[src/design/psmc_params.svh]
/*
  Constants of the pin sense and mode control block: register offsets,
  field positions, reset values and timing figures.
  Assumes a 200 MHz pclk and an APB master with 32-bit data.
*/
`ifndef PSMC_PARAMS_SVH
`define PSMC_PARAMS_SVH

`define PSMC_CLK_MHZ 200
`define PSMC_DEBOUNCE_US 32
`define PSMC_PROBE_PERIOD_US 1024
`define PSMC_POWERUP_MS 10
`define PSMC_LIN_BAUD 19200
`define PSMC_LIN_TIMEOUT_BITS 25000

`define PSMC_SLEEP_ID 8'h3c
`define PSMC_SLEEP_DATA 8'h00

`define PSMC_OFS_CTRL 12'h000
`define PSMC_OFS_STATUS 12'h004
`define PSMC_OFS_RESP 12'h008
`define PSMC_OFS_CHK 12'h00c

`define PSMC_CTRL_SWAP 0
`define PSMC_CTRL_FB_EN 1
`define PSMC_CTRL_CLR_SUPPLY 2
`define PSMC_ST_MODE 0
`define PSMC_ST_PIN 3
`define PSMC_ST_SW 5
`define PSMC_ST_SUPPLY 6
`define PSMC_ST_ADDR 8

`define PSMC_RST_SWAP 1'b0
`define PSMC_RST_FB_EN 1'b0

`endif

[src/design/psmc_pkg.sv]
/*
  Types of the pin sense and mode control block.
  Assumes the constants header is included by users of the widths.
*/
package psmc_pkg;

  typedef enum logic [2:0] {
    M_POWERUP, M_STANDBY, M_HALT, M_SLEEP, M_SHUTDOWN
  } psmc_mode_t;

  typedef enum logic [1:0] {P_FLOAT, P_LOW, P_HIGH} psmc_pin_t;

  typedef enum logic [1:0] {PH_IDLE, PH_LS, PH_HS} psmc_phase_t;

  typedef struct packed {
    logic step_loss;
    logic electrical_defect;
    logic undervoltage;
    logic thermal_shutdown;
    logic thermal_warning;
    logic [1:0] temp_info;
  } psmc_flags_t;

  typedef struct packed {
    logic [7:0] id;
    logic [7:0] data0;
  } psmc_frame_t;

  typedef struct packed {
    psmc_mode_t mode;
    psmc_mode_t halt_to;
    psmc_phase_t phase;
    logic [23:0] ptmr;
    logic [23:0] dtmr;
    logic [23:0] pu_tmr;
    psmc_pin_t addr;
    logic sw;
    logic [15:0] pos_snap;
    logic hs;
    logic ls;
    logic fallback_go;
    logic halt_go;
    logic [15:0] target_pos;
    logic target_load;
    logic bridge_hiz;
    logic sleep_out;
    logic rx_en;
    logic cmd_accept;
    logic supply_rst;
    logic swap;
    logic fb_en;
    logic [3:0] pa;
    logic [6:0] node_addr;
    logic [15:0] bit_div;
    logic [15:0] idle_bits;
    logic [31:0] resp;
    logic [7:0] chk;
    logic pready;
    logic pslverr;
    logic [31:0] prdata;
  } psmc_state_t;

endpackage

[src/design/psmc_top.sv]
/*
  Pin sense and mode control of a bus-attached stepper driver: probe
  sequencing of the tri-state address pin and the switch pin, the position
  reply, and power-up, halt, sleep, wake and thermal shutdown handling.
  Assumes a LIN handler that reports decoded frames and bus activity, a
  position controller that reports position and motion, and an APB master.
*/
`timescale 1ns/1ps
`include "psmc_params.svh"

module psmc_top #(
  parameter int unsigned DEBOUNCE_CYC = `PSMC_DEBOUNCE_US * `PSMC_CLK_MHZ,
  parameter int unsigned PERIOD_CYC =
    `PSMC_PROBE_PERIOD_US * `PSMC_CLK_MHZ,
  parameter int unsigned POWERUP_CYC =
    `PSMC_POWERUP_MS * 1000 * `PSMC_CLK_MHZ,
  parameter int unsigned BIT_CYC =
    (`PSMC_CLK_MHZ * 1000000) / `PSMC_LIN_BAUD,
  parameter int unsigned TIMEOUT_BITS = `PSMC_LIN_TIMEOUT_BITS
) (
  input wire logic pclk, // 200 MHz clock
  input wire logic presetn, // asynchronous reset, active low
  input wire logic psel, // APB select
  input wire logic penable, // APB access phase
  input wire logic pwrite, // APB direction
  input wire logic [11:0] paddr, // APB byte address
  input wire logic [31:0] pwdata, // APB write data
  output logic [31:0] prdata, // APB read data
  output logic pready, // APB ready
  output logic pslverr, // APB error on unmapped address
  input wire logic probe_comparator_out, // address pin comparator
  input wire logic switch_comparator_out, // switch pin comparator
  input wire logic [1:0] hw_addr_pins, // two-state address pins
  input wire logic [3:0] programmed_addr_bits, // from programmed memory
  input wire logic otp_address_swap, // swap bit from programmed memory
  input wire logic otp_fallback_enable, // fallback enable from memory
  input wire logic [15:0] current_position, // from position controller
  input wire logic motion_active, // motor is moving
  input wire logic read_position_cmd, // pulse: build position reply
  input wire psmc_pkg::psmc_flags_t status_flags, // diagnostic flags
  input wire logic lin_frame_valid, // pulse: valid frame received
  input wire psmc_pkg::psmc_frame_t lin_frame, // frame id and byte 0
  input wire logic lin_activity, // dominant level seen on the bus
  output logic high_side_probe, // closes top switch
  output logic low_side_probe, // closes bottom switch
  output psmc_pkg::psmc_pin_t addr_pin_state, // Float, Low or High
  output logic switch_closed_flag, // external switch closed
  output logic [6:0] node_address, // assembled node address
  output logic goto_fallback, // pulse: move to fallback position
  output logic gentle_halt, // pulse: decelerate and stop
  output logic [15:0] target_position, // target after a halt
  output logic target_load, // pulse: load target position
  output logic bridge_hiz, // bridges in high impedance
  output logic sleep_mode, // everything but LIN receiver off
  output logic lin_rx_enable, // LIN receiver powered
  output logic cmd_accept // positioning commands allowed
);

  psmc_pkg::psmc_state_t st;
  psmc_pkg::psmc_state_t next_st;

  localparam logic [23:0] DEB_LAST = 24'(DEBOUNCE_CYC - 1);
  localparam logic [23:0] PER_LAST = 24'(PERIOD_CYC - 1);
  localparam logic [23:0] PER_HALF = 24'(PERIOD_CYC / 2);
  localparam logic [23:0] PU_LAST = 24'(POWERUP_CYC - 1);
  localparam logic [15:0] BIT_LAST = 16'(BIT_CYC - 1);
  localparam logic [15:0] TO_BITS = 16'(TIMEOUT_BITS);

  logic sample_ls;
  logic sample_hs;
  logic sleep_frame;
  logic bit_tick;
  logic access;
  logic [7:0] byte1;
  logic [7:0] stat_byte;

  assign sample_ls = st.phase == psmc_pkg::PH_LS && st.dtmr == 24'h0;
  assign sample_hs = st.phase == psmc_pkg::PH_HS && st.dtmr == 24'h0;
  assign sleep_frame = lin_frame_valid &&
    lin_frame.id == `PSMC_SLEEP_ID && lin_frame.data0 == `PSMC_SLEEP_DATA;
  assign bit_tick = st.bit_div == BIT_LAST;
  assign access = psel && penable && st.pready;
  assign byte1 = {st.sw, st.node_addr};
  assign stat_byte = {st.supply_rst, status_flags};

  // Classic LIN sum: add with end-around carry, then invert.
  function automatic logic [7:0] lin_sum(input logic [31:0] d);
    logic [8:0] acc;
    acc = 9'h0;
    for (int i = 0; i < 4; i++) begin
      acc = {1'b0, acc[7:0]} + {1'b0, d[8*i +: 8]} + {8'h0, acc[8]};
    end
    acc = {1'b0, acc[7:0]} + {8'h0, acc[8]};
    // A sum of 9'h1ff folds to 9'h100, so one more fold is needed.
    acc = {1'b0, acc[7:0]} + {8'h0, acc[8]};
    return ~acc[7:0];
  endfunction

  always_comb begin
    next_st = st;
    next_st.fallback_go = 1'b0;
    next_st.halt_go = 1'b0;
    next_st.target_load = 1'b0;

    // Probe schedule: low side at the period start, high side at its
    // middle, so the two pulses can never overlap.
    next_st.ptmr = (st.ptmr == PER_LAST) ? 24'h0 : st.ptmr + 24'h1;
    case (st.phase)
      psmc_pkg::PH_IDLE: begin
        if (st.ptmr == 24'h0) begin
          next_st.phase = psmc_pkg::PH_LS;
          next_st.ls = 1'b1;
          next_st.dtmr = DEB_LAST;
        end else if (st.ptmr == PER_HALF) begin
          next_st.phase = psmc_pkg::PH_HS;
          next_st.hs = 1'b1;
          next_st.dtmr = DEB_LAST;
        end
      end
      psmc_pkg::PH_LS, psmc_pkg::PH_HS: begin
        // Comparator is only trusted once the debounce has run out.
        if (st.dtmr == 24'h0) begin
          next_st.phase = psmc_pkg::PH_IDLE;
          next_st.ls = 1'b0;
          next_st.hs = 1'b0;
        end else begin
          next_st.dtmr = st.dtmr - 24'h1;
        end
      end
      default: begin
        next_st.phase = psmc_pkg::PH_IDLE;
        next_st.ls = 1'b0;
        next_st.hs = 1'b0;
      end
    endcase

    if (sample_ls) begin
      if (probe_comparator_out) begin
        next_st.addr = psmc_pkg::P_HIGH;
      end else if (st.addr == psmc_pkg::P_HIGH) begin
        next_st.addr = psmc_pkg::P_FLOAT;
        next_st.fallback_go = 1'b1;
      end
    end
    if (sample_hs) begin
      if (probe_comparator_out) begin
        next_st.addr = psmc_pkg::P_LOW;
      end else if (st.addr == psmc_pkg::P_LOW) begin
        next_st.addr = psmc_pkg::P_FLOAT;
      end
    end
    if (sample_ls || sample_hs) begin
      next_st.sw = switch_comparator_out;
      next_st.pos_snap = current_position;
    end

    // Float reads as 0 in the assembled address.
    next_st.node_addr = st.swap ?
      {hw_addr_pins, st.addr == psmc_pkg::P_HIGH, st.pa} :
      {st.pa, hw_addr_pins, st.addr == psmc_pkg::P_HIGH};

    if (read_position_cmd) begin
      next_st.resp = {stat_byte, st.pos_snap[7:0], st.pos_snap[15:8],
        byte1};
      next_st.chk = lin_sum({stat_byte, st.pos_snap[7:0],
        st.pos_snap[15:8], byte1});
    end

    // Bus idle watch in bit slots.
    next_st.bit_div = bit_tick ? 16'h0 : st.bit_div + 16'h1;
    if (lin_activity || lin_frame_valid) begin
      next_st.idle_bits = 16'h0;
    end else if (bit_tick && st.idle_bits != TO_BITS) begin
      next_st.idle_bits = st.idle_bits + 16'h1;
    end

    case (st.mode)
      psmc_pkg::M_POWERUP: begin
        if (st.pu_tmr == PU_LAST) begin
          next_st.mode = psmc_pkg::M_STANDBY;
          next_st.pa = programmed_addr_bits;
          next_st.swap = otp_address_swap;
          next_st.fb_en = otp_fallback_enable;
          next_st.bridge_hiz = 1'b0;
        end else begin
          next_st.pu_tmr = st.pu_tmr + 24'h1;
        end
      end
      psmc_pkg::M_STANDBY: begin
        if (status_flags.thermal_shutdown) begin
          next_st.mode = psmc_pkg::M_HALT;
          next_st.halt_to = psmc_pkg::M_SHUTDOWN;
          next_st.halt_go = 1'b1;
        end else if (sleep_frame ||
            (bit_tick && st.idle_bits == TO_BITS)) begin
          next_st.mode = psmc_pkg::M_HALT;
          next_st.halt_to = psmc_pkg::M_SLEEP;
          if (motion_active && st.fb_en) begin
            next_st.fallback_go = 1'b1;
          end else if (motion_active) begin
            next_st.halt_go = 1'b1;
          end
        end
      end
      psmc_pkg::M_HALT: begin
        if (!motion_active) begin
          next_st.mode = st.halt_to;
          if (st.halt_to != psmc_pkg::M_STANDBY) begin
            next_st.bridge_hiz = 1'b1;
          end
          if (st.halt_to == psmc_pkg::M_SLEEP) begin
            next_st.sleep_out = 1'b1;
          end
          next_st.target_pos = current_position;
          next_st.target_load = 1'b1;
        end
      end
      psmc_pkg::M_SLEEP: begin
        if (lin_frame_valid) begin
          next_st.mode = psmc_pkg::M_STANDBY;
          next_st.sleep_out = 1'b0;
          next_st.bridge_hiz = 1'b0;
        end
      end
      psmc_pkg::M_SHUTDOWN: begin
        if (!status_flags.thermal_shutdown) begin
          next_st.mode = psmc_pkg::M_STANDBY;
          next_st.bridge_hiz = 1'b0;
        end
      end
      default: begin
        next_st.mode = psmc_pkg::M_STANDBY;
      end
    endcase
    next_st.cmd_accept = next_st.mode == psmc_pkg::M_STANDBY &&
      !status_flags.thermal_shutdown &&
      !status_flags.electrical_defect;

    // APB: one wait state, answer registered.
    next_st.pready = psel && penable && !st.pready;
    next_st.pslverr = 1'b0;
    next_st.prdata = 32'h0;
    if (psel && penable && !st.pready) begin
      case (paddr)
        `PSMC_OFS_CTRL: begin
          next_st.prdata[`PSMC_CTRL_SWAP] = st.swap;
          next_st.prdata[`PSMC_CTRL_FB_EN] = st.fb_en;
        end
        `PSMC_OFS_STATUS: begin
          next_st.prdata[`PSMC_ST_MODE +: 3] = st.mode;
          next_st.prdata[`PSMC_ST_PIN +: 2] = st.addr;
          next_st.prdata[`PSMC_ST_SW] = st.sw;
          next_st.prdata[`PSMC_ST_SUPPLY] = st.supply_rst;
          next_st.prdata[`PSMC_ST_ADDR +: 7] = st.node_addr;
        end
        `PSMC_OFS_RESP: next_st.prdata = st.resp;
        `PSMC_OFS_CHK: next_st.prdata = {24'h0, st.chk};
        default: next_st.pslverr = 1'b1;
      endcase
    end
    if (access && pwrite && paddr == `PSMC_OFS_CTRL) begin
      next_st.swap = pwdata[`PSMC_CTRL_SWAP];
      next_st.fb_en = pwdata[`PSMC_CTRL_FB_EN];
      if (pwdata[`PSMC_CTRL_CLR_SUPPLY]) begin
        next_st.supply_rst = 1'b0;
      end
    end
  end

  always_ff @(posedge pclk or negedge presetn) begin
    if (!presetn) begin
      st <= '0;
      st.mode <= psmc_pkg::M_POWERUP;
      st.halt_to <= psmc_pkg::M_STANDBY;
      st.phase <= psmc_pkg::PH_IDLE;
      st.addr <= psmc_pkg::P_FLOAT;
      st.sw <= 1'b0;
      st.bridge_hiz <= 1'b1;
      st.supply_rst <= 1'b1;
      st.rx_en <= 1'b1;
      st.swap <= `PSMC_RST_SWAP;
      st.fb_en <= `PSMC_RST_FB_EN;
    end else begin
      st <= next_st;
    end
  end

  assign prdata = st.prdata;
  assign pready = st.pready;
  assign pslverr = st.pslverr;
  assign high_side_probe = st.hs;
  assign low_side_probe = st.ls;
  assign addr_pin_state = st.addr;
  assign switch_closed_flag = st.sw;
  assign node_address = st.node_addr;
  assign goto_fallback = st.fallback_go;
  assign gentle_halt = st.halt_go;
  assign target_position = st.target_pos;
  assign target_load = st.target_load;
  assign bridge_hiz = st.bridge_hiz;
  assign sleep_mode = st.sleep_out;
  assign lin_rx_enable = st.rx_en;
  assign cmd_accept = st.cmd_accept;

  a_probe_exclusive: assert property (
    @(posedge pclk) disable iff (!presetn) !(st.hs && st.ls))
    else $error("both probe switches closed");

  a_ls_sets_high: assert property (
    @(posedge pclk) disable iff (!presetn)
    sample_ls && probe_comparator_out |=> st.addr == psmc_pkg::P_HIGH)
    else $error("low-side hit did not give High");

  a_high_to_float: assert property (
    @(posedge pclk) disable iff (!presetn)
    sample_ls && !probe_comparator_out && st.addr == psmc_pkg::P_HIGH
    |=> st.addr == psmc_pkg::P_FLOAT && goto_fallback)
    else $error("lost High did not go Float with fallback");

  a_hs_sets_low: assert property (
    @(posedge pclk) disable iff (!presetn)
    sample_hs && probe_comparator_out |=> st.addr == psmc_pkg::P_LOW)
    else $error("high-side hit did not give Low");

  a_hs_keeps_high: assert property (
    @(posedge pclk) disable iff (!presetn)
    sample_hs && !probe_comparator_out && st.addr == psmc_pkg::P_HIGH
    |=> st.addr == psmc_pkg::P_HIGH)
    else $error("high-side miss disturbed High");

  a_pulse_min_len: assert property (
    @(posedge pclk) disable iff (!presetn)
    $rose(st.ls) |-> st.ls [*8])
    else $error("probe pulse shorter than debounce");

  a_capture_pos: assert property (
    @(posedge pclk) disable iff (!presetn)
    (sample_ls || sample_hs) |=> st.pos_snap == $past(current_position)
      && st.sw == $past(switch_comparator_out))
    else $error("switch and position not captured together");

  a_sleep_frame: assert property (
    @(posedge pclk) disable iff (!presetn)
    st.mode == psmc_pkg::M_STANDBY && sleep_frame &&
    !status_flags.thermal_shutdown |=> st.mode == psmc_pkg::M_HALT)
    else $error("sleep frame ignored");

  a_wake_frame: assert property (
    @(posedge pclk) disable iff (!presetn)
    st.mode == psmc_pkg::M_SLEEP && lin_frame_valid
    |=> st.mode == psmc_pkg::M_STANDBY && !sleep_mode)
    else $error("valid frame did not wake");

  a_halt_target: assert property (
    @(posedge pclk) disable iff (!presetn)
    st.mode == psmc_pkg::M_HALT && !motion_active
    |=> target_load && target_position == $past(current_position))
    else $error("halt end did not load target");

  a_thermal_halt: assert property (
    @(posedge pclk) disable iff (!presetn)
    st.mode == psmc_pkg::M_STANDBY && status_flags.thermal_shutdown
    |=> gentle_halt && st.halt_to == psmc_pkg::M_SHUTDOWN)
    else $error("thermal shutdown without halt");

  c_pin_high: cover property (
    @(posedge pclk) disable iff (!presetn) st.addr == psmc_pkg::P_HIGH);
  c_fallback: cover property (
    @(posedge pclk) disable iff (!presetn) goto_fallback);
  c_sleep: cover property (
    @(posedge pclk) disable iff (!presetn) st.mode == psmc_pkg::M_SLEEP);
  c_shutdown: cover property (
    @(posedge pclk) disable iff (!presetn)
    st.mode == psmc_pkg::M_SHUTDOWN);

endmodule

[config.mk]
export PLATFORM = sky130hd
export DESIGN_NAME = psmc_top
export DESIGN_NICKNAME = d
export VERILOG_FILES = /design/src/design/psmc_pkg.sv /design/src/design/psmc_top.sv
export VERILOG_INCLUDE_DIRS = /design/src /design/src/design
export SDC_FILE = /design/constraint.sdc
export NUM_CORES = 1
export LEC_CHECK = 0
export ABC_AREA = 1
export ABC_CLOCK_PERIOD_IN_PS = 8600
export BUFFER_PORTS_ARGS = -buffer_cell sky130_fd_sc_hd__buf_4
export CORE_ASPECT_RATIO = 0.75
export CORE_UTILIZATION = 41
export CTS_CLUSTER_DIAMETER = 60
export CTS_CLUSTER_SIZE = 10
export DETAILED_ROUTE_END_ITERATION = 6
export PLACE_DENSITY_LB_ADDON = 0.12
export SLEW_MARGIN = 20
export SYNTH_ARGS = -nofsm -noshare
export SYNTH_HDL_FRONTEND = slang
export SYNTH_SLANG_ARGS = --single-unit
[constraint.sdc]
create_clock -name pclk -period 8.6 [get_ports pclk]
set_input_delay 0 -clock pclk [delete_from_list [all_inputs] [get_ports pclk]]
set_output_delay 0 -clock pclk [all_outputs]
set_load 0.005 [all_outputs]
# Word level (Yosys, flattened, before mapping)
# Index checks and enable logic that the tools add are counted.
[word_totals]
reg_bits = 243
output_inout_bits = 69
[classes]
n_reduce_logical = 47
eq_ne = 33
muxes = 59
addsub = 12
n_bitwise = 3
[op_table]
columns = ["operator", "count"]
rows = [
  ["2-to-1 mux 24 bit", 4],
  ["adder 24 x 1 -> 24 bit, second input constant", 2],
  ["zero test 24 bit", 2],
  ["2-to-1 mux 16 bit", 3],
  ["one-hot mux 24 bit (2 select lines)", 1],
  ["2-to-1 mux 33 bit", 1],
  ["adder 16 x 1 -> 16 bit, second input constant", 2],
  ["adder 8 x 8 -> 9 bit", 3],
  ["2-to-1 mux 2 bit", 13],
  ["equality test 12 x 4 -> 1 bit, second input constant", 2],
  ["equality test 24 x 17 -> 1 bit, second input constant", 1],
  ["equality test 24 x 18 -> 1 bit, second input constant", 1],
  ["equality test 24 x 21 -> 1 bit, second input constant", 1],
  ["2-to-1 mux 6 bit", 4],
  ["subtractor 24 x 1 -> 24 bit, second input constant", 1],
  ["!= test 2 bit, second input constant", 11],
  ["adder 9 x 1 -> 9 bit", 2],
  ["2-to-1 mux 1 bit", 17],
  ["2-to-1 mux 17 bit", 1],
  ["equality test 16 x 14 -> 1 bit, second input constant", 1],
  ["equality test 16 x 15 -> 1 bit, second input constant", 1],
  ["!= test 16 x 15 -> 1 bit, second input constant", 1],
  ["AND reduction 2 bit", 8],
  ["2-to-1 mux 3 bit", 5],
  ["other kinds (35)", 66],
]

# Longest topological paths before layout
[depth]
ltp_word = 10
depth_mapped = 42
depth_no_buf = 42

# Least setup slack after synthesis
# No wires, ideal clock.
[synth_path]
path_kind = "register -> register"
from = "reg st, in the netlist node_address[0]"
to = "reg st[40] in the netlist's numbering"
synth_period_minus_slack_ns = 5.974
arrival_time_ns = 5.856
stages_incl_launch_ff = 40
path_buffers = 0
t_required_ns = 8.482
slack_ns = 2.626
cell_sequence = "dfrtp_1 > ha_1 > fa_1 > a21oi_1 > o21ai_0 > nand2_1 > nand2_1 > a21oi_1 > o21bai_1 > a21o_1 > fa_1 > fa_1 > nand3_1 > nand2_1 > a21oi_1 > o21ai_0 > a21oi_1 > o21bai_1 > (+4 left out) > a21oi_1 > o21bai_1 > ha_1 > ha_1 > inv_1 > nor2_1 > nand3_1 > nor2_1 > nand3_1 > nor2_1 > ha_1 > ha_1 > nand3_1 > nor2_1 > nand2_1 > nand2_1 > nand3_1 > nand2_1"
[synth_between]
elab_chain_cells = 8
[synth_rtl]
columns = ["element", "line_no", "source"]
rows = [
  ["start: declaration", "psmc_top.sv:59", "psmc_pkg::psmc_state_t st;"],
  ["start signal: assignment", "psmc_top.sv:284", "st <= next_st;"],
  ["adder 8 x 8 -> 9 bit (*)", "psmc_top.sv:91", "acc = {1'b0, acc[7:0]} + {1'b0, d[8*i +: 8]} + {8'h0, acc[8]};"],
  ["adder 8 x 8 -> 9 bit", "psmc_top.sv:91", ""],
  ["adder 9 x 1 -> 9 bit (*)", "psmc_top.sv:91", ""],
  ["adder 8 x 8 -> 9 bit", "psmc_top.sv:91", ""],
  ["adder 9 x 1 -> 9 bit (*)", "psmc_top.sv:91", ""],
  ["adder 8 x 1 -> 9 bit (*)", "psmc_top.sv:93", "acc = {1'b0, acc[7:0]} + {8'h0, acc[8]};"],
  ["adder 8 x 1 -> 8 bit (*)", "psmc_top.sv:95", "acc = {1'b0, acc[7:0]} + {8'h0, acc[8]};"],
  ["inverter 8 bit (*)", "psmc_top.sv:96", "return ~acc[7:0];"],
]
# Mark *: on every way between the ends. The rest lies on a longest branch, timed or not.
# A chain may end at the register's enable or synchronous reset.

# Final worst setup path
# Same ends and word-level chain as after synthesis.

==> impl_metrics.csv <==
group,metric,value,unit
status,status,"completed",
grt,grt_pass1_vias,10610,
power_and_ir_drop,seq_power_share,43.2,%
logic_synthesis,synth-edff-count,0,
logic_synthesis,syn_area,13440,um2
worst_setup_path,crit_required,9040,ps
placed_design,dp.cells,2171,
drt,ant_nets,0,
grt,grt_use_total,20.16,%
sta,drv_slew,0,
floorplan,dieArea,33510,um2
drt,dr.pass1.iters,5,
power_and_ir_drop,ir_drop,0.1395,mV
sta,finalCriticalPeriod,6730,ps
floorplan,fp.dieW,211.0,um
worst_setup_path,cp_max_fo,4,
worst_setup_path,cpPeakStageDelay,460,ps
logic_synthesis,ys_seq_elements,243,
logic_synthesis,yosysWarnings,0,
floorplan,rows,57,
power_and_ir_drop,pwr-share-clk,36.6,%
power_and_ir_drop,switching_share,29.97,%
clock_network,numCtsBuffers,29,
worst_setup_path,ff2ff_setup_slack,1870,ps
final_layout,num-fill-cells,3219,
power_and_ir_drop,power_switching,0.9152,mW
final_layout,nets,1963,
clock_network,cts_tree,"yes",
power_and_ir_drop,powerDensity,192.2,nW/um2
worst_setup_path,regToRegStartpoint,"node_address[0]",
sta,post-route-period-util,78.26,%
placed_design,port_buffers,140,
clock_network,cts_sinks,243,
drt,wl_per_cell,14.48,um
logic_synthesis,synthArstFlopShare,100.0,%
sta,finalSetupViolCount,0,
sta,rsz0062_at_grt,"false",
drt,drc,0,
worst_setup_path,cp_top_family,"adder cells",
grt,grt_pass1_wl,54820,um
drt,vias_per_cell,4.852,
worst_setup_path,reg2reg_to,"st[40]",
logic_synthesis,synth_flop_cell,"dfrtp_1",
worst_setup_path,path_common_cell,"nand2_1",
floorplan,pin_count,171,
grt,grt_antenna_before_repair,0,
final_layout,fin_util,49.19,%
worst_setup_path,worstRegToRegCells,39,
power_and_ir_drop,p_int,2.139,mW
worst_setup_path,cp-startpoint,"node_address[0]",
power_and_ir_drop,p_leak,7.920,nW
final_layout,fin_cells,2284,
worst_setup_path,cp_slowest_cell,"fa_1",
logic_synthesis,synth_area_per_cell,7.984,um2
sta,hold_viol,0,
worst_setup_path,endpoint,"st[40]",
drt,vias,11080,
placed_design,detailedPlace.worstSlack,1938,ps
min_path,min_path_cells,6,
logic_synthesis,netlist_instances,1683,
sta,clock-skew-final,17.95,ps
floorplan,fp.coreArea,32310,um2
clock_network,htree_levels,1,
min_path,hp-class,"primary input to flop",
clock_network,path_clk_slew,60,ps
placed_design,dp_hpwl,24100,um
floorplan,initial_core_util,41.59,%
clock_network,root_buffer,"clkbuf_16",
final_layout,area_delta_synth_final,18.26,%
worst_setup_path,path_depth,39,
worst_setup_path,cp.arrival,7170,ps
logic_synthesis,yosysUniqueCellTypes,55,
sta,finalSetupTns,0,ps
clock_network,cts_resized,0,
placed_design,gp_congestion,0.8690,
sta,setup_ws,1870,ps
final_layout,drive_gt1_share,12.11,%
job,maxCapViolations,0,
clock_network,clock_latency,550,ps
clock_network,clk_path_buf_depth,3,
worst_setup_path,crit_path_start_kind,"flop",
grt,grt_max_degree,102,
power_and_ir_drop,power,3.054,mW
worst_setup_path,critPathKind,"flop to flop",
clock_network,cts_hold_buf,60,
min_path,min-delay-start,"paddr[3]",
worst_setup_path,cp-end-kind,"flop",
drt,drt_iter0_drc,776,
logic_synthesis,syn-num-nets,1826,
sta,fmax,0.1486,GHz
logic_synthesis,synth_seq_area_share,45.28,%
final_layout,num_antenna_cells,0,
drt,totalWireLength,33080,um
clock_network,cts_setup_buffers,0,
worst_setup_path,crit_buf_inv,1,
sta,relSlewSlack,34.80,%
floorplan,die_h,158.8,um
power_and_ir_drop,combinationalPowerShare,20.2,%
grt,overflow,0,
sta,tightest_slew,976.9,ps
power groups by stage:
stage | registers, mW | clock network (mW) | logic (mW)
2_1_floorplan | 1.32 | 0 | 0.447
3_3_place_gp | 1.33 | 0 | 0.589
3_5_place_dp | 1.34 | 0 | 0.598
4_1_cts | 1.32 | 1.16 | 0.622
5_1_grt | 1.33 | 1.20 | 0.706
6_report | 1.32 | 1.12 | 0.616
stage by stage:
stage / instance area (um2) / hold WS, ps
5_1_grt: 15890 / 52.31
6_report: 15890 / 21.94
3_3_place_gp: 14440 / 99.92
3_5_place_dp: 14440 / 114.4
2_1_floorplan: 13440 / -295.6
4_1_cts: 15890 / 2.026
registers in the layout, summed over array words and instances (netlist names):
name,count
low_side_probe,1
cmd_accept,1
switch_closed_flag,1
high_side_probe,1
prdata,32
sleep_mode,1
pslverr,1
st,175
bridge_hiz,1
target_position,16
node_address,7
pready,1
addr_pin_state,2
gentle_halt,1
goto_fallback,1
target_load,1
layout make-up:
cell class	count	area, um2	area share, %
Clock buffer	50	814.5	5.126
Clock inverter	3	33.78	0.2126
Inverter	233	874.6	5.504
Multi-Input combinational cell	1110	5849	36.81
Sequential cell	243	6085	38.29
Tap cell	442	553.0	3.480
Timing Repair Buffer	203	1682	10.58
worst min path at each step:
stage / endpoint / slack, ps
floorplan: addr_pin_state[0] / -300
global placement: st[82] / 100
detailed placement: st[81] / 110
CTS: prdata[0] / 2
global route: prdata[5] / 50
finish: prdata[0] / 20
placed cells by master (no fill, tap or decap), types with 5 or more instances in the layout:
master | synthesis | layout
ha_1 | 36 | 36
inv_1 | 227 | 227
xor2_1 | 51 | 51
dfrtp_1 | 240 | 240
clkbuf_1 | 26 | 20
xnor2_1 | 18 | 18
o31ai_1 | 9 | 9
buf_4 | 59 | 142
nor2_1 | 139 | 139
dlygate4sd3_1 | 0 | 60
nor4_1 | 17 | 17
nor3_1 | 47 | 47
nor2_2 | 8 | 8
a21oi_1 | 42 | 42
fa_1 | 5 | 5
o21ai_1 | 17 | 17
a31o_2 | 5 | 5
nand3_1 | 85 | 85
o21ai_0 | 110 | 110
nand4_1 | 48 | 48
nand2_1 | 415 | 415
clkbuf_16 | 0 | 29
synthesized netlist by cell type, drive strengths merged, types with 2 or more instances:
master | instances | share of area (%)
nand2 | 421 | 12
dfrtp | 240 | 45
inv | 231 | 6.5
nor2 | 147 | 4.3
o21ai | 127 | 4.7
nand3 | 89 | 3.5
buf | 71 | 4.0
nand4 | 51 | 2.6
nor3 | 51 | 2.1
xor2 | 51 | 3.3
a21oi | 42 | 1.6
ha | 36 | 3.4
clkbuf | 26 | 0.73
nor4 | 20 | 1.2
xnor2 | 18 | 1.2
o31ai | 9 | 0.50
a31o | 5 | 0.33
fa | 5 | 0.74
mux2 | 4 | 0.34
o21bai | 4 | 0.31
a21o | 3 | 0.17
dfstp | 3 | 0.59
nand3b | 3 | 0.17
o211ai | 3 | 0.17
o22ai | 3 | 0.14
or2 | 3 | 0.14
a221oi | 2 | 0.13
a22oi | 2 | 0.11
a31oi | 2 | 0.093
clkinv | 2 | 0.056
o221ai | 2 | 0.13
worst register-to-register path: cells and delay by family (launching register included):
| kind | cells | cell delay, ps |
|---|---|---|
| buffers and inverters | 1 | 70 |
| AOI/OAI and AO/OA | 11 | 1590 |
| DFF | 1 | 430 |
| and+or+nand+nor | 17 | 1320 |
| adders and majority gates | 10 | 3220 |
layer usage:
layer  global-route usage [%]  share of wire, %  vias up
met3                    3.263               4.7       39
met1                    30.87                52     5195
met2                    30.01                42      221
li1                         -                 -     5627
met5                        0                 0        -
met4                    3.557               1.5        0
kinds of logic after synthesis:
family | after synthesis | share of synthesized area [%]
AOI/OAI and AO/OA | 208 | 8.613
xor gates and xnor gates | 69 | 4.497
adders and majority gates | 41 | 4.097
buffers and inverters | 330 | 11.19
DFF | 243 | 45.28
muxes | 4 | 0.3352
other | 1 | 0.02791
and+or+nand+nor | 787 | 25.96
(Power assumes the default switching activity.)
